[config.mk]
export PLATFORM = sky130hd
export DESIGN_NAME = fog_config_regs
export DESIGN_NICKNAME = d
export VERILOG_FILES = /design/src/fog_tach_div.v /design/src/fog_config_regs.v
export VERILOG_INCLUDE_DIRS = /design/src
export SDC_FILE = /design/constraint.sdc
export NUM_CORES = 1
export LEC_CHECK = 0
export BUFFER_PORTS_ARGS = -buffer_cell sky130_fd_sc_hd__buf_2
export CAP_MARGIN = 0
export CORE_UTILIZATION = 45
export CTS_CLUSTER_SIZE = 12
export DETAILED_ROUTE_END_ITERATION = 7
export PLACE_DENSITY = 0.69
export SKIP_CTS_REPAIR_TIMING = 1
export SLEW_MARGIN = 20
export SYNTH_ARGS = -nofsm -noshare
export SYNTH_HDL_FRONTEND = slang
export SYNTH_SLANG_ARGS = --single-unit
[constraint.sdc]
create_clock -name clock -period 5.2 [get_ports clock]
set_clock_uncertainty 0.15 [all_clocks]
set_input_delay 1.04 -clock clock [delete_from_list [all_inputs] [get_ports clock]]
set_output_delay 1.04 -clock clock [all_outputs]
set_load 0.005 [all_outputs]
[src/fog_regs.vh]
/*
  Register map, reset values, field positions and timing figures for the
  fan output and pin configuration register bank.
  Assumes 8-bit registers reached by an 8-bit byte address.
*/
`ifndef FOG_REGS_VH
`define FOG_REGS_VH

// ==========================================================
// Register offsets
`define FOG_ADDR_MODE_CTRL    8'h00
`define FOG_ADDR_PIN_ENABLE   8'h01
`define FOG_ADDR_FAN_PRESCALE 8'h03
`define FOG_ADDR_ANALOG_LEVEL 8'h04
`define FOG_ADDR_PWM_DUTY     8'h05
`define FOG_ADDR_FACTORY_ONE  8'h06
`define FOG_ADDR_PIN_REF_CFG  8'h07
`define FOG_ADDR_IO_0_3_CFG   8'h08
`define FOG_ADDR_PIN_STATE    8'h1F

// ==========================================================
// Reset values
`define FOG_RST_MODE_CTRL    8'h00
`define FOG_RST_PIN_ENABLE   8'h00
`define FOG_RST_FAN_PRESCALE 8'h55
`define FOG_RST_ANALOG_LEVEL 8'hFF
`define FOG_RST_PWM_DUTY     8'h00
`define FOG_RST_FACTORY_ONE  8'h00
`define FOG_RST_PIN_REF_CFG  8'h00
`define FOG_RST_IO_0_3_CFG   8'h00
`define FOG_READ_IDLE        8'h00

// ==========================================================
// Field positions and masks
`define FOG_MODE_DAC_AUTO_BIT 5
`define FOG_MODE_PWM_AUTO_BIT 6
`define FOG_MODE_WR_MASK      8'h60
`define FOG_PIN_ENABLE_MASK   8'h0F
`define FOG_PWM_WR_MASK       8'hF0
`define FOG_CFG3_WR_MASK      8'hC7
`define FOG_CFG3_GPIO_SEL_BIT 0
`define FOG_CFG3_CI_CLEAR_BIT 1
`define FOG_CFG3_VREF_BIT     2
`define FOG_CFG3_DIR_BIT      6
`define FOG_CFG3_POL_BIT      7
`define FOG_PIN_STATE_G16_BIT 4

// ==========================================================
// Timing
`define FOG_CLK_HZ      100000000
`define FOG_BASE_OSC_HZ 22500
`define FOG_PWM_STEPS   4'hF

`endif

[src/fog_tach_div.v]
/*
  Tach measurement clock prescaler for four fans: turns the base oscillator
  tick into one tick per 1, 2, 4 or 8 base ticks for each fan.
  Assumes base_tick is a one-cycle pulse on the same clock.
*/
`timescale 1ns/1ps

module fog_tach_div #(
  parameter FANS = 4
) (
  // Clock and reset
  input wire clock,
  input wire rst_n,
  // Control
  input wire base_tick,
  input wire [2*FANS-1:0] prescale,
  // Per-fan measurement ticks
  output reg [FANS-1:0] fan_tick_q
);

  // ==========================================================
  // Shared divide chain
  reg [2:0] chain_q;
  integer i;

  // Low chain bits that must be zero for a tick; code 3 wraps to all ones
  function [2:0] ratio_mask;
    input [1:0] code;
    begin
      ratio_mask = (3'h1 << code) - 3'h1;
    end
  endfunction

  always @(posedge clock) begin
    if (!rst_n) begin
      chain_q <= 3'h0;
    end else if (base_tick) begin
      chain_q <= chain_q + 3'h1;
    end
  end

  // code to ratio; tick rate is base over ratio
  always @(posedge clock) begin
    if (!rst_n) begin
      fan_tick_q <= {FANS{1'b0}};
    end else begin
      for (i = 0; i < FANS; i = i + 1) begin
        fan_tick_q[i] <= base_tick && ((chain_q & ratio_mask(prescale[2*i +: 2])) == 3'h0);
      end
    end
  end

endmodule // fog_tach_div

[src/fog_config_regs.v]
/*
  Fan output and pin configuration register bank: tach prescalers for fans
  4 to 7, analog and pulse-width fan levels, shared thermal/general pin,
  reference select, intrusion clear and direction/polarity of pins 0 to 3.
  Assumes a single-cycle register port and pins that arrive asynchronously.
*/
`timescale 1ns/1ps
`include "fog_regs.vh"

module fog_config_regs #(
  parameter BASE_DIV = `FOG_CLK_HZ / `FOG_BASE_OSC_HZ,
  parameter PWM_STEP_CYC = 100,
  parameter IO_PINS = 4
) (
  // Clock and reset
  input wire clock,
  input wire rst_n,
  // Register port
  input wire [7:0] reg_addr,
  input wire [7:0] reg_wdata,
  input wire reg_wr,
  input wire reg_rd,
  output reg [7:0] reg_rdata_q,
  // Automatic fan control loop
  input wire [7:0] auto_dac_level,
  input wire [3:0] auto_pwm_code,
  output reg [3:0] dac_min_speed_q,
  output reg [3:0] pwm_min_speed_q,
  // Fan outputs
  output reg [7:0] dac_level_q,
  output reg pwm_out_q,
  // Tach measurement
  output wire [3:0] fan_tick,
  output reg [IO_PINS-1:0] tach_in_q,
  // Thermal alarm and general pin 16
  input wire thermal_alarm_req,
  input wire general_io_16_value,
  output reg general_io_16_state_q,
  input wire pin16_in,
  output reg pin16_out_q,
  output reg pin16_oe_n_q,
  // General pins 0 to 3
  input wire [IO_PINS-1:0] io_value,
  output reg [IO_PINS-1:0] io_state_q,
  input wire [IO_PINS-1:0] io_pin_in,
  output reg [IO_PINS-1:0] io_pin_out_q,
  output reg [IO_PINS-1:0] io_pin_oe_n_q,
  // Miscellaneous controls
  output reg chassis_intrusion_latch_clear_q,
  output reg vref_high_sel_q,
  output reg [7:0] factory_byte_q
);

  // ==========================================================
  // Helpers

  // Polarity: logical assert to pin level and back are the same map
  function fog_pol;
    input val;
    input active_high;
    begin
      fog_pol = active_high ? val : ~val;
    end
  endfunction

  function fog_hit;
    input [7:0] addr;
    input [7:0] target;
    begin
      fog_hit = (addr == target);
    end
  endfunction

  // ==========================================================
  // Register storage
  reg [7:0] mode_ctrl_q;
  reg [7:0] pin_enable_q;
  reg [7:0] fan_prescaler_upper_group_q;
  reg [7:0] analog_fan_level_q;
  reg [7:0] pulse_width_fan_duty_q;
  reg [7:0] pin_and_reference_config_q;
  reg [7:0] io_pins_0_3_config_q;
  wire [7:0] pin_state;

  always @(posedge clock) begin
    if (!rst_n) begin
      mode_ctrl_q <= `FOG_RST_MODE_CTRL;
      pin_enable_q <= `FOG_RST_PIN_ENABLE;
      fan_prescaler_upper_group_q <= `FOG_RST_FAN_PRESCALE;
      analog_fan_level_q <= `FOG_RST_ANALOG_LEVEL;
      pulse_width_fan_duty_q <= `FOG_RST_PWM_DUTY;
      factory_byte_q <= `FOG_RST_FACTORY_ONE;
      pin_and_reference_config_q <= `FOG_RST_PIN_REF_CFG;
      io_pins_0_3_config_q <= `FOG_RST_IO_0_3_CFG;
    end else if (reg_wr) begin
      if (fog_hit(reg_addr, `FOG_ADDR_MODE_CTRL)) begin
        mode_ctrl_q <= reg_wdata & `FOG_MODE_WR_MASK;
      end
      if (fog_hit(reg_addr, `FOG_ADDR_PIN_ENABLE)) begin
        pin_enable_q <= reg_wdata & `FOG_PIN_ENABLE_MASK;
      end
      if (fog_hit(reg_addr, `FOG_ADDR_FAN_PRESCALE)) begin
        fan_prescaler_upper_group_q <= reg_wdata;
      end
      if (fog_hit(reg_addr, `FOG_ADDR_ANALOG_LEVEL)) begin
        analog_fan_level_q <= reg_wdata;
      end
      // duty lives in the upper nibble
      if (fog_hit(reg_addr, `FOG_ADDR_PWM_DUTY)) begin
        pulse_width_fan_duty_q <= reg_wdata & `FOG_PWM_WR_MASK;
      end
      // Stored anyway; host software is expected to leave it alone
      if (fog_hit(reg_addr, `FOG_ADDR_FACTORY_ONE)) begin
        factory_byte_q <= reg_wdata;
      end
      if (fog_hit(reg_addr, `FOG_ADDR_PIN_REF_CFG)) begin
        pin_and_reference_config_q <= reg_wdata & `FOG_CFG3_WR_MASK;
      end
      if (fog_hit(reg_addr, `FOG_ADDR_IO_0_3_CFG)) begin
        io_pins_0_3_config_q <= reg_wdata;
      end
    end
  end

  // ==========================================================
  // Read port: data stand only in the cycle after the strobe
  always @(posedge clock) begin
    if (!rst_n) begin
      reg_rdata_q <= `FOG_READ_IDLE;
    end else if (reg_rd) begin
      case (reg_addr)
        `FOG_ADDR_MODE_CTRL: reg_rdata_q <= mode_ctrl_q;
        `FOG_ADDR_PIN_ENABLE: reg_rdata_q <= pin_enable_q;
        `FOG_ADDR_FAN_PRESCALE: reg_rdata_q <= fan_prescaler_upper_group_q;
        `FOG_ADDR_ANALOG_LEVEL: reg_rdata_q <= analog_fan_level_q;
        `FOG_ADDR_PWM_DUTY: reg_rdata_q <= pulse_width_fan_duty_q;
        `FOG_ADDR_FACTORY_ONE: reg_rdata_q <= factory_byte_q;
        `FOG_ADDR_PIN_REF_CFG: reg_rdata_q <= pin_and_reference_config_q;
        `FOG_ADDR_IO_0_3_CFG: reg_rdata_q <= io_pins_0_3_config_q;
        `FOG_ADDR_PIN_STATE: reg_rdata_q <= pin_state;
        default: reg_rdata_q <= `FOG_READ_IDLE;
      endcase
    end else begin
      reg_rdata_q <= `FOG_READ_IDLE;
    end
  end

  // ==========================================================
  // Named control bits
  wire dac_auto = mode_ctrl_q[`FOG_MODE_DAC_AUTO_BIT];
  wire pwm_auto = mode_ctrl_q[`FOG_MODE_PWM_AUTO_BIT];
  wire g16_sel = pin_and_reference_config_q[`FOG_CFG3_GPIO_SEL_BIT];
  wire g16_dir = pin_and_reference_config_q[`FOG_CFG3_DIR_BIT];
  wire g16_pol = pin_and_reference_config_q[`FOG_CFG3_POL_BIT];

  // ==========================================================
  // Analog fan output
  always @(posedge clock) begin
    if (!rst_n) begin
      dac_level_q <= `FOG_RST_ANALOG_LEVEL;
      dac_min_speed_q <= 4'h0;
    end else begin
      // automatic loop or register; full byte in manual mode
      dac_level_q <= dac_auto ? auto_dac_level : analog_fan_level_q;
      // loop floor is the upper nibble only
      dac_min_speed_q <= analog_fan_level_q[7:4];
    end
  end

  // ==========================================================
  // Pulse-width fan output: fifteen slots per period
  reg [15:0] pwm_div_q;
  reg [3:0] pwm_slot_q;
  reg [3:0] pwm_code_q;
  wire pwm_step = (pwm_div_q == PWM_STEP_CYC[15:0] - 16'h1);

  always @(posedge clock) begin
    if (!rst_n) begin
      pwm_div_q <= 16'h0;
      pwm_slot_q <= 4'h0;
      pwm_code_q <= 4'h0;
      pwm_out_q <= 1'b0;
      pwm_min_speed_q <= 4'h0;
    end else begin
      pwm_div_q <= pwm_step ? 16'h0 : pwm_div_q + 16'h1;
      if (pwm_step) begin
        if (pwm_slot_q == `FOG_PWM_STEPS - 4'h1) begin
          pwm_slot_q <= 4'h0;
          // code sampled per period so a change never splits one
          pwm_code_q <= pwm_auto ? auto_pwm_code : pulse_width_fan_duty_q[7:4];
        end else begin
          pwm_slot_q <= pwm_slot_q + 4'h1;
        end
      end
      // high for code of fifteen slots; 15 never drops
      pwm_out_q <= (pwm_slot_q < pwm_code_q);
      pwm_min_speed_q <= pulse_width_fan_duty_q[7:4];
    end
  end

  // ==========================================================
  // Base oscillator and tach prescalers
  reg [15:0] base_div_q;
  wire base_tick = (base_div_q == BASE_DIV[15:0] - 16'h1);

  // base rate from the system clock
  always @(posedge clock) begin
    if (!rst_n) begin
      base_div_q <= 16'h0;
    end else begin
      base_div_q <= base_tick ? 16'h0 : base_div_q + 16'h1;
    end
  end

  fog_tach_div #(
    .FANS(4)
  ) u_tach_div (
    .clock(clock),
    .rst_n(rst_n),
    .base_tick(base_tick),
    .prescale(fan_prescaler_upper_group_q),
    .fan_tick_q(fan_tick)
  );

  // ==========================================================
  // Pin input synchronisers: a change counts once stages 2 and 3 agree
  reg [IO_PINS:0] sync1_q;
  reg [IO_PINS:0] sync2_q;
  reg [IO_PINS:0] sync3_q;
  reg [IO_PINS:0] pin_level_q;
  integer k;

  always @(posedge clock) begin
    if (!rst_n) begin
      sync1_q <= {(IO_PINS+1){1'b1}};
      sync2_q <= {(IO_PINS+1){1'b1}};
      sync3_q <= {(IO_PINS+1){1'b1}};
      pin_level_q <= {(IO_PINS+1){1'b1}};
    end else begin
      sync1_q <= {pin16_in, io_pin_in};
      sync2_q <= sync1_q;
      sync3_q <= sync2_q;
      for (k = 0; k <= IO_PINS; k = k + 1) begin
        if (sync2_q[k] == sync3_q[k]) begin
          pin_level_q[k] <= sync3_q[k];
        end
      end
    end
  end

  // ==========================================================
  // Shared pin: thermal alarm or general pin 16
  always @(posedge clock) begin
    if (!rst_n) begin
      pin16_out_q <= 1'b0;
      pin16_oe_n_q <= 1'b1;
      general_io_16_state_q <= 1'b0;
    end else begin
      if (!g16_sel) begin
        // Open-drain thermal alarm: pull low only while the alarm holds
        pin16_out_q <= 1'b0;
        pin16_oe_n_q <= ~thermal_alarm_req;
        general_io_16_state_q <= 1'b0;
      end else begin
        // level map; drive only as an output
        pin16_out_q <= fog_pol(general_io_16_value, g16_pol);
        pin16_oe_n_q <= ~g16_dir;
        general_io_16_state_q <= g16_dir ? general_io_16_value : fog_pol(pin_level_q[IO_PINS], g16_pol);
      end
    end
  end

  // ==========================================================
  // General pins 0 to 3, shared with tach inputs
  integer p;

  always @(posedge clock) begin
    if (!rst_n) begin
      io_pin_out_q <= {IO_PINS{1'b0}};
      io_pin_oe_n_q <= {IO_PINS{1'b1}};
      io_state_q <= {IO_PINS{1'b0}};
      tach_in_q <= {IO_PINS{1'b0}};
    end else begin
      for (p = 0; p < IO_PINS; p = p + 1) begin
        // enabled pins are general pins, others feed tach
        if (pin_enable_q[p]) begin
          io_pin_out_q[p] <= fog_pol(io_value[p], io_pins_0_3_config_q[2*p+1]);
          io_pin_oe_n_q[p] <= ~io_pins_0_3_config_q[2*p];
          io_state_q[p] <= io_pins_0_3_config_q[2*p] ? io_value[p]
                           : fog_pol(pin_level_q[p], io_pins_0_3_config_q[2*p+1]);
          tach_in_q[p] <= 1'b0;
        end else begin
          io_pin_out_q[p] <= 1'b0;
          io_pin_oe_n_q[p] <= 1'b1;
          io_state_q[p] <= 1'b0;
          tach_in_q[p] <= pin_level_q[p];
        end
      end
    end
  end

  assign pin_state = {3'h0, general_io_16_state_q, io_state_q};

  // ==========================================================
  // Intrusion clear and reference select
  always @(posedge clock) begin
    if (!rst_n) begin
      chassis_intrusion_latch_clear_q <= 1'b0;
      vref_high_sel_q <= 1'b0;
    end else begin
      // clear held as a level while the bit reads 1
      chassis_intrusion_latch_clear_q <= pin_and_reference_config_q[`FOG_CFG3_CI_CLEAR_BIT];
      vref_high_sel_q <= pin_and_reference_config_q[`FOG_CFG3_VREF_BIT];
    end
  end

endmodule // fog_config_regs

==> impl_results.md <==
- Synth top area cells: dfxtp_1 50%, mux2i_1 9.6%, nor2_1 4.4%, nand2_1 3.8%, a21oi_1 2.7%
- Synth Cell Area: 6360 sq um
- Synth Register Bits: 160
- Status: complete, no violations
- Wire length per cell: 16.4 microns
- Dominant cell type by area after synthesis: dfxtp_1
- Post-Route WL: 15600 microns
- Worst-path maximum fanout: 23
- P&R area growth vs syn: 19.6%
- CTS root buf: clkbuf_16
- WHS: 256 ps
- Post-Syn Nets: 714
- CTS H-tree lvls: 4
- Power Density: 346 nW/um^2
- Worst r2r src: base_div_q[0]$_SDFF_PP0_
- Die width: 121 microns
- Crit. End Element: flop
- FP Rows: 43
- DR pass1 iterations: 5
- EDFF count, synth: 0
- Die area: 14600 sq um
- Highest Signal Layer: met4
- Worst Tran Pin Value: 954 ps
- Clock buffer count from CTS: 17
- IO Count: 101
- R2R depth: 5
- Met2 WL: 7380 microns
- DRC viols: 0
- Worst VDD drop: 0.246 mV
- Routed Antenna Nets: 0
- Detailed Place HPWL: 11200 microns
- Tcrit/Tclk final: 0.544
- Nets: 807
- Headroom to the max-slew limit: 0.364
- Worst Path Arrival: 2980 ps
- Top cell type's share of synthesized area: 0.504
- Slew Limit Fails: 0
- Synth Flop Type: dfxtp_1
- Post-place setup slack: 1990 ps
- LEAKAGE: 3.25 nW
- Worst Setup Path Type: primary input to flop
- Final hold vios: 0
- Layout cell share with drive strength beyond 1: 0.196
- Min Tclk post-route: 2830 ps
- Flop-to-flop setup slack: 2700 ps
- Unrepaired setup endpoints after global routing: false
- Crit start category: primary input
- Initial drt markers: 443
- Initial cell density of the core: 0.460
- Gpl congestion: 0.891
- Sequential area share after synthesis: 0.504
- Met3 wire len: 915 microns
- Clock Path Buffers: 2
- Vert. Die Dim: 121 microns
- Vias: 5142
- Synth unique cells: 57
- Via/cell ratio: 5.42
- Largest net degree at the start of global routing: 53
- Hold/Removal Path Class: flop to flop
- Fmax: 353 MHz
- Wl on met1: 6900 microns
- First-pass GRT wire length: 25000 microns
- Final setup TNS: 0 ps
- Vias in the first global route: 4969
- Most frequent cells in the layout: 160 x dfxtp_1, 100 x buf_2, 75 x nor2_1, 64 x nand2_1, 61 x mux2i_1
- Synth Instances: 665
- Antenna violations before repair: 0
- Async set or reset register ratio after synthesis: 0
- Number of max-cap violations: 0
- Number of diodes: 0
- CORE AREA: 13800 sq um
- Fin worst setup slack: 2370 ps
- Clk sink count: 160
- CTS tree: done
- Worst-path clk slew: 60 ps
- Yosys warns: 0
- Most common cell after layout, fill and taps aside: dfxtp_1
- # setup viols final: 0
- Capture point of the worst path: io_pins_0_3_config_q[3]$_SDFFE_PN0P_
- Worst EP required: 5350 ps
- Worst Setup SP: reg_addr[1]
- Gr usage total: 0.223
- R2r endpoint: base_div_q[11]$_SDFF_PP0_
- Global route total overflow: 0
- Worst-Skew Late Latency: 420 ps
- Port Buffers: 100
- Syn Area/Cell: 9.56 sq um
[where the power goes]
part	total (W)	internal, W	switching, W
Sequential	0.00125	0.00124	0.00000719
Combinational	0.0000954	0.0000350	0.0000604
Clock	0.00129	0.000810	0.000481
Total	0.00263	0.00208	0.000549
[how the worst min path moves through the flow]
stage,endpoint,cells after the start,start
after global placement,sync2_q[2]$_SDFF_PN1_,1,sync1_q[2]$_SDFF_PN1_
final,sync2_q[4]$_SDFF_PN1_,1,sync1_q[4]$_SDFF_PN1_
after detailed placement,sync2_q[4]$_SDFF_PN1_,1,sync1_q[4]$_SDFF_PN1_
after floorplan,sync2_q[0]$_SDFF_PN1_,1,sync1_q[0]$_SDFF_PN1_
after global routing,sync2_q[1]$_SDFF_PN1_,1,sync1_q[1]$_SDFF_PN1_
after CTS,sync2_q[4]$_SDFF_PN1_,1,sync1_q[4]$_SDFF_PN1_
[metrics by stage]
step / total power [W] / util / instance area, sq um / cells
floorplan: 0.00132 / - / 6360 / 665
global placement: 0.00137 / 0.506 / 6990 / 919
detailed placement: 0.00137 / 0.506 / 6990 / 919
CTS: 0.00265 / 0.550 / 7600 / 949
global route: 0.00272 / 0.550 / 7600 / 949
finish: 0.00263 / 0.550 / 7600 / 949
[Yosys cell counts, types with 3 or more instances]
| cell type | n |
|---|---|
| a21o_1 | 6 |
| a21oi_1 | 34 |
| a221oi_2 | 4 |
| a22o_1 | 6 |
| a22oi_1 | 3 |
| a311oi_1 | 4 |
| a31o_2 | 4 |
| a32oi_1 | 3 |
| and2_1 | 6 |
| and3_1 | 5 |
| and4_1 | 4 |
| buf_1 | 5 |
| clkbuf_1 | 22 |
| dfxtp_1 | 160 |
| ha_1 | 6 |
| inv_1 | 14 |
| mux2_2 | 4 |
| mux2i_1 | 61 |
| nand2_1 | 64 |
| nand2b_1 | 16 |
| nand3_1 | 23 |
| nand3b_1 | 3 |
| nand4_1 | 17 |
| nor2_1 | 75 |
| nor2b_1 | 4 |
| nor3_1 | 5 |
| nor3b_1 | 4 |
| nor4_1 | 6 |
| o21ai_0 | 23 |
| or3_1 | 6 |
| or4_1 | 5 |
| xnor2_1 | 15 |
| xor2_1 | 19 |
[state kept, by name, summed over array words and instances, names as in the netlist, 5 cells and up]
register and count:
base_div_q 16, pwm_div_q 16, analog_fan_level_q 8, dac_level_q 8, factory_byte_q 8, fan_prescaler_upper_group_q 8, io_pins_0_3_config_q 8, reg_rdata_q 8
pin_and_reference_config_q 5, pin_level_q 5, sync1_q 5, sync2_q 5, sync3_q 5
[metal layers]
| layer | vias to the layer above | global-route usage |
|---|---|---|
| met5 | - | 0 |
| met3 | 29 | 0.0542 |
| li1 | 2521 | - |
| met1 | 2428 | 0.278 |
| met2 | 164 | 0.359 |
| met4 | 0 | 0.110 |
[worst max-delay path: stages]
cell and delay (ps):
buf_2 250, nor4_2 750, nand3_1 530, mux2i_1 350, nor2_1 60
[cell type report]
class	instances	area (sq um)
Clock buffer	20	447
Timing Repair Buffer	103	523
Fill cell	1208	6220
Tap cell	180	225
Multi-Input combinational cell	461	2990
Sequential cell	160	3200
Inverter	15	56.3
Clock inverter	10	163
[kinds of logic (layout without fill, tap and decap cells)]
family          count (synthesis)  in the layout  share of synthesized area
simple gates                  258            258                      0.205
flops                         160            160                      0.504
compound gates                 98             98                      0.103
mux                            65             65                      0.103
buf+inv                        44            148                     0.0264
xor+xnor                       34             34                     0.0469
fa+ha+maj                       6              6                     0.0118
Note: power is estimated with default switching activity, not from simulation.
